### config.mk
export PLATFORM = sky130hd
export DESIGN_NAME = sfb_status_flags
export DESIGN_NICKNAME = d
export VERILOG_FILES = /design/src/include/sfb_pkg.sv /design/src/rtl/sfb_status_flags.sv
export VERILOG_INCLUDE_DIRS = /design/src /design/src/include
export SDC_FILE = /design/constraint.sdc
export NUM_CORES = 1
export LEC_CHECK = 0
export BUFFER_PORTS_ARGS = -buffer_cell sky130_fd_sc_hd__clkbuf_2
export CORE_MARGIN = 2
export CORE_UTILIZATION = 25
export DETAILED_ROUTE_END_ITERATION = 10
export PLACE_DENSITY = 0.61
export SLEW_MARGIN = 20
export SYNTH_ARGS = -nofsm -noshare
export SYNTH_HDL_FRONTEND = slang
export SYNTH_SLANG_ARGS = --single-unit
export TNS_END_PERCENT = 1
### constraint.sdc
create_clock -name clk_in -period 1.7 [get_ports clk_in]
set_clock_uncertainty 0.05 [all_clocks]
set_input_delay 0.085 -clock clk_in [delete_from_list [all_inputs] [get_ports clk_in]]
set_output_delay 0.085 -clock clk_in [all_outputs]
set_load 0.01 [all_outputs]
### src/include/sfb_params.svh
// constants for the status flag and bank select block
`ifndef SFB_PARAMS_SVH
`define SFB_PARAMS_SVH
`define SFB_VEC_EMB_BIT    7
`define SFB_VEC_ERB_BIT    6
`define SFB_BANK_MAIN      4'h0
`define SFB_BANK_DISP      4'h1
`define SFB_BANK_PERIPH    4'hF
`define SFB_LOW_LIMIT      8'h7F
`define SFB_HIGH_BASE      8'h80
`define SFB_SMB_RST        4'h0
`define SFB_SRB_RST        2'h0
`define SFB_CARRY_RST      1'b0
`define SFB_PSW_CARRY_BIT  3
`define SFB_PSW_EMB_BIT    1
`define SFB_PSW_ERB_BIT    0
`endif

### src/include/sfb_pkg.sv
// types shared by the status flag and bank select block
package sfb_pkg;
   // carry operations requested by the execution unit
   typedef enum logic [3:0] {
      SFB_C_NONE,
      SFB_C_ARITH,
      SFB_C_SET,
      SFB_C_CLEAR,
      SFB_C_INVERT,
      SFB_C_LOAD_BIT,
      SFB_C_AND,
      SFB_C_OR,
      SFB_C_XOR,
      SFB_C_RESTORE
   } sfb_carry_op_t;
   // flag bit operations
   typedef enum logic [1:0] {
      SFB_F_NONE,
      SFB_F_SET,
      SFB_F_CLEAR
   } sfb_flag_op_t;
endpackage

### src/rtl/sfb_status_flags.sv
// status flags, carry and bank select logic of the 4-bit core
//
// Contract
// - register bank enable low forces working register bank 0
// - register bank enable high uses the register bank select value 0 to 3
// - skip condition flags follow the skip condition set by execution
// - skip flags readable only by 8-bit read, bit and nibble writes ignored
// - add or subtract with carry sets carry on overflow or borrow, else clears
// - reset does not initialise the carry flag; the code resets it to 0
// - only the listed carry operations change the carry flag
// - set, clear and invert carry without touching other status bits
// - bit test on carry skips next instruction when carry is 1
// - bit transfer copies carry to a memory bit or a memory bit to carry
// - AND, OR, XOR of memory bit with carry written back to carry
// - carry saved with status word on interrupt entry, restored on return
// - memory bank enable 1 reaches all RAM, 0 only restricted locations
// - memory bank select gives upper four address bits, bank 0, 1 or 15
// - display RAM in bank 1 accessible only by 8-bit operations
// - internal reset loads memory bank enable from bit 7 of word 0000H; the code resets it to 0, vec_load_in loads it
// - vectored interrupt loads memory bank enable from bit 7 of vector entry
// - memory bank enable saved on interrupt and restored after service
// - bit set and clear change both enables whatever the bank select is
// - register bank enable loaded from bit 6 of reset word or vector entry; the code resets it to 0, vec_load_in loads it
// - enable 0 direct addressing reaches 000H-07FH and F80H-FFFH only
// - enable 1 maps select 0, 1, 15 to 000H-0FFH, 100H-1FFH, F80H-FFFH
`timescale 1ns/1ns
`include "sfb_params.svh"

module sfb_status_flags (
   input  wire logic                  clk_in,
   input  wire logic                  rst_in,
   input  wire logic                  vec_load_in,
   input  wire logic [7:0]            vec_word_in,
   input  wire logic                  int_entry_in,
   input  wire logic                  int_return_in,
   input  wire logic [3:0]            psw_restore_in,
   input  wire sfb_pkg::sfb_carry_op_t carry_op_in,
   input  wire logic                  arith_carry_in,
   input  wire logic                  mem_bit_in,
   input  wire logic                  bit_test_carry_in,
   input  wire sfb_pkg::sfb_flag_op_t emb_op_in,
   input  wire sfb_pkg::sfb_flag_op_t erb_op_in,
   input  wire logic                  smb_wr_in,
   input  wire logic [3:0]            smb_val_in,
   input  wire logic                  srb_wr_in,
   input  wire logic [1:0]            srb_val_in,
   input  wire logic                  skip_wr_in,
   input  wire logic [2:0]            skip_val_in,
   input  wire logic                  psw_small_wr_in,
   input  wire logic                  acc_valid_in,
   input  wire logic [7:0]            acc_addr_in,
   input  wire logic                  acc_indirect_in,
   input  wire logic                  acc_wide_in,
   output logic                       carry_out,
   output logic                       emb_out,
   output logic                       erb_out,
   output logic [3:0]                 smb_out,
   output logic [1:0]                 work_bank_out,
   output logic [2:0]                 skip_flags_out,
   output logic                       skip_next_out,
   output logic [3:0]                 psw_save_out,
   output logic [11:0]                ram_addr_out,
   output logic                       acc_ok_out
);

   logic        carry_ff;
   logic        emb_ff;
   logic        erb_ff;
   logic [3:0]  smb_ff;
   logic [1:0]  srb_ff;
   logic [2:0]  skip_ff;
   logic        skip_next_ff;
   logic [3:0]  psw_save_ff;
   logic [1:0]  work_bank_ff;
   logic [11:0] ram_addr_ff;
   logic        acc_ok_ff;
   logic        nxt_carry;
   logic [3:0]  nxt_bank;
   logic        nxt_ok;

   ////////////////////////////////////////////////////////////////////////////
   // carry flag next value
   always_comb begin
      nxt_carry = carry_ff;
      case (carry_op_in)
         sfb_pkg::SFB_C_ARITH:    nxt_carry = arith_carry_in;
         sfb_pkg::SFB_C_SET:      nxt_carry = 1'b1;
         sfb_pkg::SFB_C_CLEAR:    nxt_carry = 1'b0;
         sfb_pkg::SFB_C_INVERT:   nxt_carry = ~carry_ff;
         sfb_pkg::SFB_C_LOAD_BIT: nxt_carry = mem_bit_in;
         sfb_pkg::SFB_C_AND:      nxt_carry = carry_ff & mem_bit_in;
         sfb_pkg::SFB_C_OR:       nxt_carry = carry_ff | mem_bit_in;
         sfb_pkg::SFB_C_XOR:      nxt_carry = carry_ff ^ mem_bit_in;
         sfb_pkg::SFB_C_RESTORE:
            nxt_carry = psw_restore_in[`SFB_PSW_CARRY_BIT];
         default:                 nxt_carry = carry_ff;
      endcase
      if (int_return_in) begin
         nxt_carry = psw_restore_in[`SFB_PSW_CARRY_BIT];
      end
   end

   // carry register; reset only forces a known value for simulation, software
   // must not rely on it
   always_ff @(posedge clk_in or posedge rst_in) begin
      if (rst_in) begin
         carry_ff <= `SFB_CARRY_RST;
      end else begin
         carry_ff <= nxt_carry;
      end
   end

   ////////////////////////////////////////////////////////////////////////////
   // memory bank enable: vector load, restore, bit ops
   always_ff @(posedge clk_in or posedge rst_in) begin
      if (rst_in) begin
         emb_ff <= 1'b0;
      end else if (vec_load_in) begin
         emb_ff <= vec_word_in[`SFB_VEC_EMB_BIT];
      end else if (int_return_in) begin
         emb_ff <= psw_restore_in[`SFB_PSW_EMB_BIT];
      end else if (emb_op_in == sfb_pkg::SFB_F_SET) begin
         emb_ff <= 1'b1;
      end else if (emb_op_in == sfb_pkg::SFB_F_CLEAR) begin
         emb_ff <= 1'b0;
      end
   end

   // register bank enable: vector load, restore, bit ops
   always_ff @(posedge clk_in or posedge rst_in) begin
      if (rst_in) begin
         erb_ff <= 1'b0;
      end else if (vec_load_in) begin
         erb_ff <= vec_word_in[`SFB_VEC_ERB_BIT];
      end else if (int_return_in) begin
         erb_ff <= psw_restore_in[`SFB_PSW_ERB_BIT];
      end else if (erb_op_in == sfb_pkg::SFB_F_SET) begin
         erb_ff <= 1'b1;
      end else if (erb_op_in == sfb_pkg::SFB_F_CLEAR) begin
         erb_ff <= 1'b0;
      end
   end

   ////////////////////////////////////////////////////////////////////////////
   // bank select registers, cleared by reset
   always_ff @(posedge clk_in or posedge rst_in) begin
      if (rst_in) begin
         smb_ff <= `SFB_SMB_RST;
         srb_ff <= `SFB_SRB_RST;
      end else begin
         if (smb_wr_in) begin
            smb_ff <= smb_val_in;
         end
         if (srb_wr_in) begin
            srb_ff <= srb_val_in;
         end
      end
   end

   // working register bank from enable and select
   always_ff @(posedge clk_in or posedge rst_in) begin
      if (rst_in) begin
         work_bank_ff <= 2'h0;
      end else begin
         work_bank_ff <= erb_ff ? srb_ff : 2'h0;
      end
   end

   ////////////////////////////////////////////////////////////////////////////
   // skip flags: hardware update only; psw_small_wr_in has no path here
   always_ff @(posedge clk_in or posedge rst_in) begin
      if (rst_in) begin
         skip_ff <= 3'h0;
      end else if (skip_wr_in) begin
         skip_ff <= skip_val_in;
      end
   end

   // skip request from a carry bit test
   always_ff @(posedge clk_in or posedge rst_in) begin
      if (rst_in) begin
         skip_next_ff <= 1'b0;
      end else begin
         skip_next_ff <= bit_test_carry_in & carry_ff;
      end
   end

   // status bits captured for the stack at interrupt entry
   always_ff @(posedge clk_in or posedge rst_in) begin
      if (rst_in) begin
         psw_save_ff <= 4'h0;
      end else if (int_entry_in) begin
         psw_save_ff <= {carry_ff, 1'b0, emb_ff, erb_ff};
      end
   end

   ////////////////////////////////////////////////////////////////////////////
   // RAM address formation and access check
   always_comb begin
      nxt_bank = smb_ff;
      nxt_ok   = 1'b1;
      if (!emb_ff) begin
         if (acc_indirect_in) begin
            nxt_bank = `SFB_BANK_MAIN;
         end else if (acc_addr_in <= `SFB_LOW_LIMIT) begin
            nxt_bank = `SFB_BANK_MAIN;
         end else begin
            nxt_bank = `SFB_BANK_PERIPH;
         end
      end else begin
         case (smb_ff)
            `SFB_BANK_MAIN:   nxt_ok = 1'b1;
            `SFB_BANK_DISP:   nxt_ok = acc_wide_in;
            `SFB_BANK_PERIPH: nxt_ok = (acc_addr_in >= `SFB_HIGH_BASE);
            default:          nxt_ok = 1'b0;
         endcase
      end
      if (acc_wide_in && acc_addr_in[0]) begin
         nxt_ok = 1'b0;
      end
   end

   // registered address and permit
   always_ff @(posedge clk_in or posedge rst_in) begin
      if (rst_in) begin
         ram_addr_ff <= 12'h000;
         acc_ok_ff   <= 1'b0;
      end else begin
         ram_addr_ff <= {nxt_bank, acc_addr_in};
         acc_ok_ff   <= acc_valid_in & nxt_ok;
      end
   end

   assign carry_out      = carry_ff;
   assign emb_out        = emb_ff;
   assign erb_out        = erb_ff;
   assign smb_out        = smb_ff;
   assign work_bank_out  = work_bank_ff;
   assign skip_flags_out = skip_ff;
   assign skip_next_out  = skip_next_ff;
   assign psw_save_out   = psw_save_ff;
   assign ram_addr_out   = ram_addr_ff;
   assign acc_ok_out     = acc_ok_ff;
endmodule

==> out/results.md <==
| Result | Value | Unit |
|:---|:---|:---|
| Starting DRT DRC Count | 13 | - |
| Clock latency on the worst-skew pair | 0.28 | ns |
| Number of CTS-inserted buffers | 5 | - |
| Reg-to-reg slack, setup | 0.12 | ns |
| Cell area after layout | 0.002083 | mm2 |
| Sink count of the clock tree | 31 | - |
| Detailed-route vias per instance | 4.211 | - |
| Unrepaired setup endpoints after global routing | no | - |
| Unique cell type count in the Yosys netlist | 28 | - |
| Rows | 25 | - |
| Worst min-delay path class | input port to flop | - |
| Number of nets produced by synthesis | 155 | - |
| Fin crit share | 92.68 | % |
| Vias in the first global route | 1155 | - |
| DP Worst Slack | 0.2825 | ns |
| Worst Hold Endpoint | acc_ok_out | - |
| Start-to-end type of the worst setup path | flop to flop | - |
| Number of ports placed on the die boundary | 82 | - |
| GRT Util Overall | 11.80 | % |
| Final std cells w/o fill | 270 | - |
| Effective utilization at floorplan | 26.38 | % |
| Count of maximum capacitance violations | 0 | - |
| Pin count of the biggest net entering global routing | 22 | - |
| Share of flip-flops with an asynchronous set or reset | 100.0 | % |
| Total count of max-transition violations in the final report | 0 | - |
| Average cell area after synthesis | 12.75 | um2 |
| Remaining antenna violation count | 0 | - |
| Growth of design area from synthesis to finish | 65.01 | % |
| Final core occ | 43.53 | % |
| Multi-input logic area | 447.9 | um2 |
| Count of TritonRoute iterations in the first routing pass | 4 | - |
| X dimension of the die | 75.06 | um |
| Max Freq | 634.7 | MHz |
| Gpl congestion | 0.7982 | - |
| Cell area after technology mapping | 0.001262 | mm2 |
| Total area of sequential cells | 777.0 | um2 |
| Worst path slowest cell | dlygate4sd3_1 | - |
| Peak supply drop | 0.0004067 | V |
| Overflow after GRT | 0 | - |
| Critical path required time | 1.81 | ns |
| Start point of the worst min-delay path | acc_wide_in | - |
| Final-layout worst hold slack | 0.01618 | ns |
| HPWL reported at the end of detailed placement | 2.182 | mm |
| Number of buffers added on ports | 72 | - |
| Fill cell total of the finished layout | 450 | - |
| Worst path setup slack after routing | 0.1245 | ns |
| Maximum root-to-sink buffer count | 2 | - |
| Total detailed-routing wirelength | 3.101 | mm |
| Leakage | 1.083 | nW |
| Count of vias placed by the detailed router | 1137 | - |
| Buffers and inverters on the worst path | 1 | - |
| Die Ht | 75.06 | um |
| Critical path cell sequence | mux2i_1 > nor2_1 > a21oi_1 > o21ai_0 > dlygate4sd3_1 | - |
| Clock tree from TritonCTS | built | - |
| Full die area | 0.005634 | mm2 |
| Std-Cell Core Area | 0.004786 | mm2 |
| Count of flip-flops with a built-in enable after synthesis | 0 | - |
| Number of antenna cells inserted | 0 | - |
| Critical path's largest stage delay | 0.55 | ns |
| Fraction of final layout cells with drive strength greater than 1 | 46.31 | % |
| Clock period minus worst slack | 1.575 | ns |
| Number of cells on the worst reg-to-reg path | 5 | - |
| Total DRC errors in the routed layout | 0 | - |
| CTS root buffer | clkbuf_8 | - |
| Register area share after synthesis | 61.45 | % |
| Post-placement cell area | 0.001714 | mm2 |
| Status | finished clean | - |
| Avg WL per Cell | 11.49 | um |
| Endpoint of the most critical register-to-register path | emb_out | - |
| Post-layout power | 1.916 | mW |
| Gate Count Post-Synth | 99 | - |
| Yosys reg bits | 31 | - |
| Highest net fanout along the worst path | 9 | - |
| Endpoint arrival time on the critical path | 1.68 | ns |
| Total Negative Setup Slacks | 0 | ns |
| Reg clk slew, reported paths | 0.06 | ns |
| Main flop type after synthesis | dfrtp_1 | - |
| H-tree Lvls | 2 | - |
| Reg-to-Reg Start | emb_out | - |
| Power per cell area | 919.8 | mW/mm2 |
| Worst hold path depth | 4 | - |
| Total Nets Final | 258 | - |
| Number of antenna violations at the first check in global routing | 0 | - |
| Category of the worst setup path launch point | flop | - |
| Hold violation count in the final report | 0 | - |
| Synth Warn # | 0 | - |
| Placed insts | 237 | - |
| Category of the worst setup path capture point | flop | - |
| First-pass GRT wire length | 4.947 | mm |
| Cell type group with the largest total delay on the critical path | buffers and inverters | - |
| Final setup viols | 0 | - |
flip-flops by register name (all words and copies together) (netlist names):
register and count:
acc_ok_out 1, carry_out 1, emb_out 1, erb_out 1
psw_save_out 3, ram_addr_out 12, skip_flags_out 3, skip_next_out 1
smb_out 4, srb_ff 2, work_bank_out 2
cells in the mapped netlist, drive strengths merged (2+ instances only):
master / number / area share [%]
dfrtp: 31 / 61
mux2: 12 / 11
inv: 7 / 2.1
nand2: 6 / 1.8
a21oi: 5 / 2.0
nor2: 5 / 1.5
a21o: 4 / 2.4
ha: 4 / 4.0
and2: 3 / 1.5
mux2i: 2 / 1.6
o21ai: 2 / 0.79
o31ai: 2 / 1.2
power by group:
part / leakage [nW] / switching (mW) / internal (mW)
sequential: 0.373 / 0.0450 / 0.806
clock: 0.0612 / 0.261 / 0.474
combinational: 0.649 / 0.147 / 0.184
total: 1.08 / 0.453 / 1.46
worst max path at each step:
stage | from | depth (start not counted) | end | slack, ns
final | emb_out | 5 | emb_out | 0.12
after global placement | carry_out | 5 | carry_out | 0.35
after CTS | emb_out | 5 | emb_out | 0.07
after detailed placement | carry_out | 5 | carry_out | 0.28
after global routing | emb_out | 5 | emb_out | 0.03
after floorplan | carry_out | 5 | carry_out | 0.36
cells in the final DEF (no fill, tap or decap), types with 2 or more instances in the layout:
cell | netlist | final
dfrtp_1 | 31 | 30
nand2_1 | 6 | 6
nor2_1 | 5 | 5
dlygate4sd3_1 | 0 | 25
o21ai_0 | 2 | 2
mux2i_1 | 2 | 2
a21oi_1 | 5 | 5
o31ai_1 | 2 | 2
inv_1 | 7 | 7
and2_1 | 3 | 3
ha_1 | 4 | 4
clkbuf_2 | 1 | 72
mux2_2 | 12 | 12
clkbuf_8 | 0 | 6
a21o_1 | 4 | 4
logic make-up (layout without fill, tap and decap cells):
| family | after synthesis | after routing | synth area share [%] |
|---|---|---|---|
| multiplexers | 14 | 14 | 12.29 |
| adder cells (fa/ha/maj) | 4 | 4 | 3.964 |
| AND/OR/NAND/NOR | 19 | 19 | 7.435 |
| AO/OA/AOI/OAI | 21 | 21 | 11.50 |
| buffers and inverters | 9 | 113 | 3.073 |
| flip-flops | 31 | 31 | 61.45 |
| other | 1 | 1 | 0.2970 |
tightest hold or removal path: cells and delay by family:
family | cells | cell delay (ns)
AOI/OAI and AO/OA | 1 | 0.04
buffers and inverters | 1 | 0.09
and+or+nand+nor | 2 | 0.10
final cells by class:
cell class / instances / area share (%)
sequential: 31 / 37.30
timing repair buffer: 98 / 30.27
multi-input combinational: 59 / 21.50
tap: 67 / 4.024
clock buffer: 6 / 3.964
clock inverter: 2 / 1.682
inverter: 7 / 1.261
timing repair:
action | in CTS | in global routing
endpoints found under the setup margin | 0 | 1
gates resized for setup | 0 | 1
buffers inserted | 0 | 0
hold endpoints to repair | 31 | 0
hold buffers | 25 | 0
per-layer routing:
metal	global-route usage, %	part of all wire, %
met4	4.762	1.3
met1	13.16	41
met3	3.481	7.4
met5	0	0
met2	20.96	50
Power figures use the tool's default switching activity.
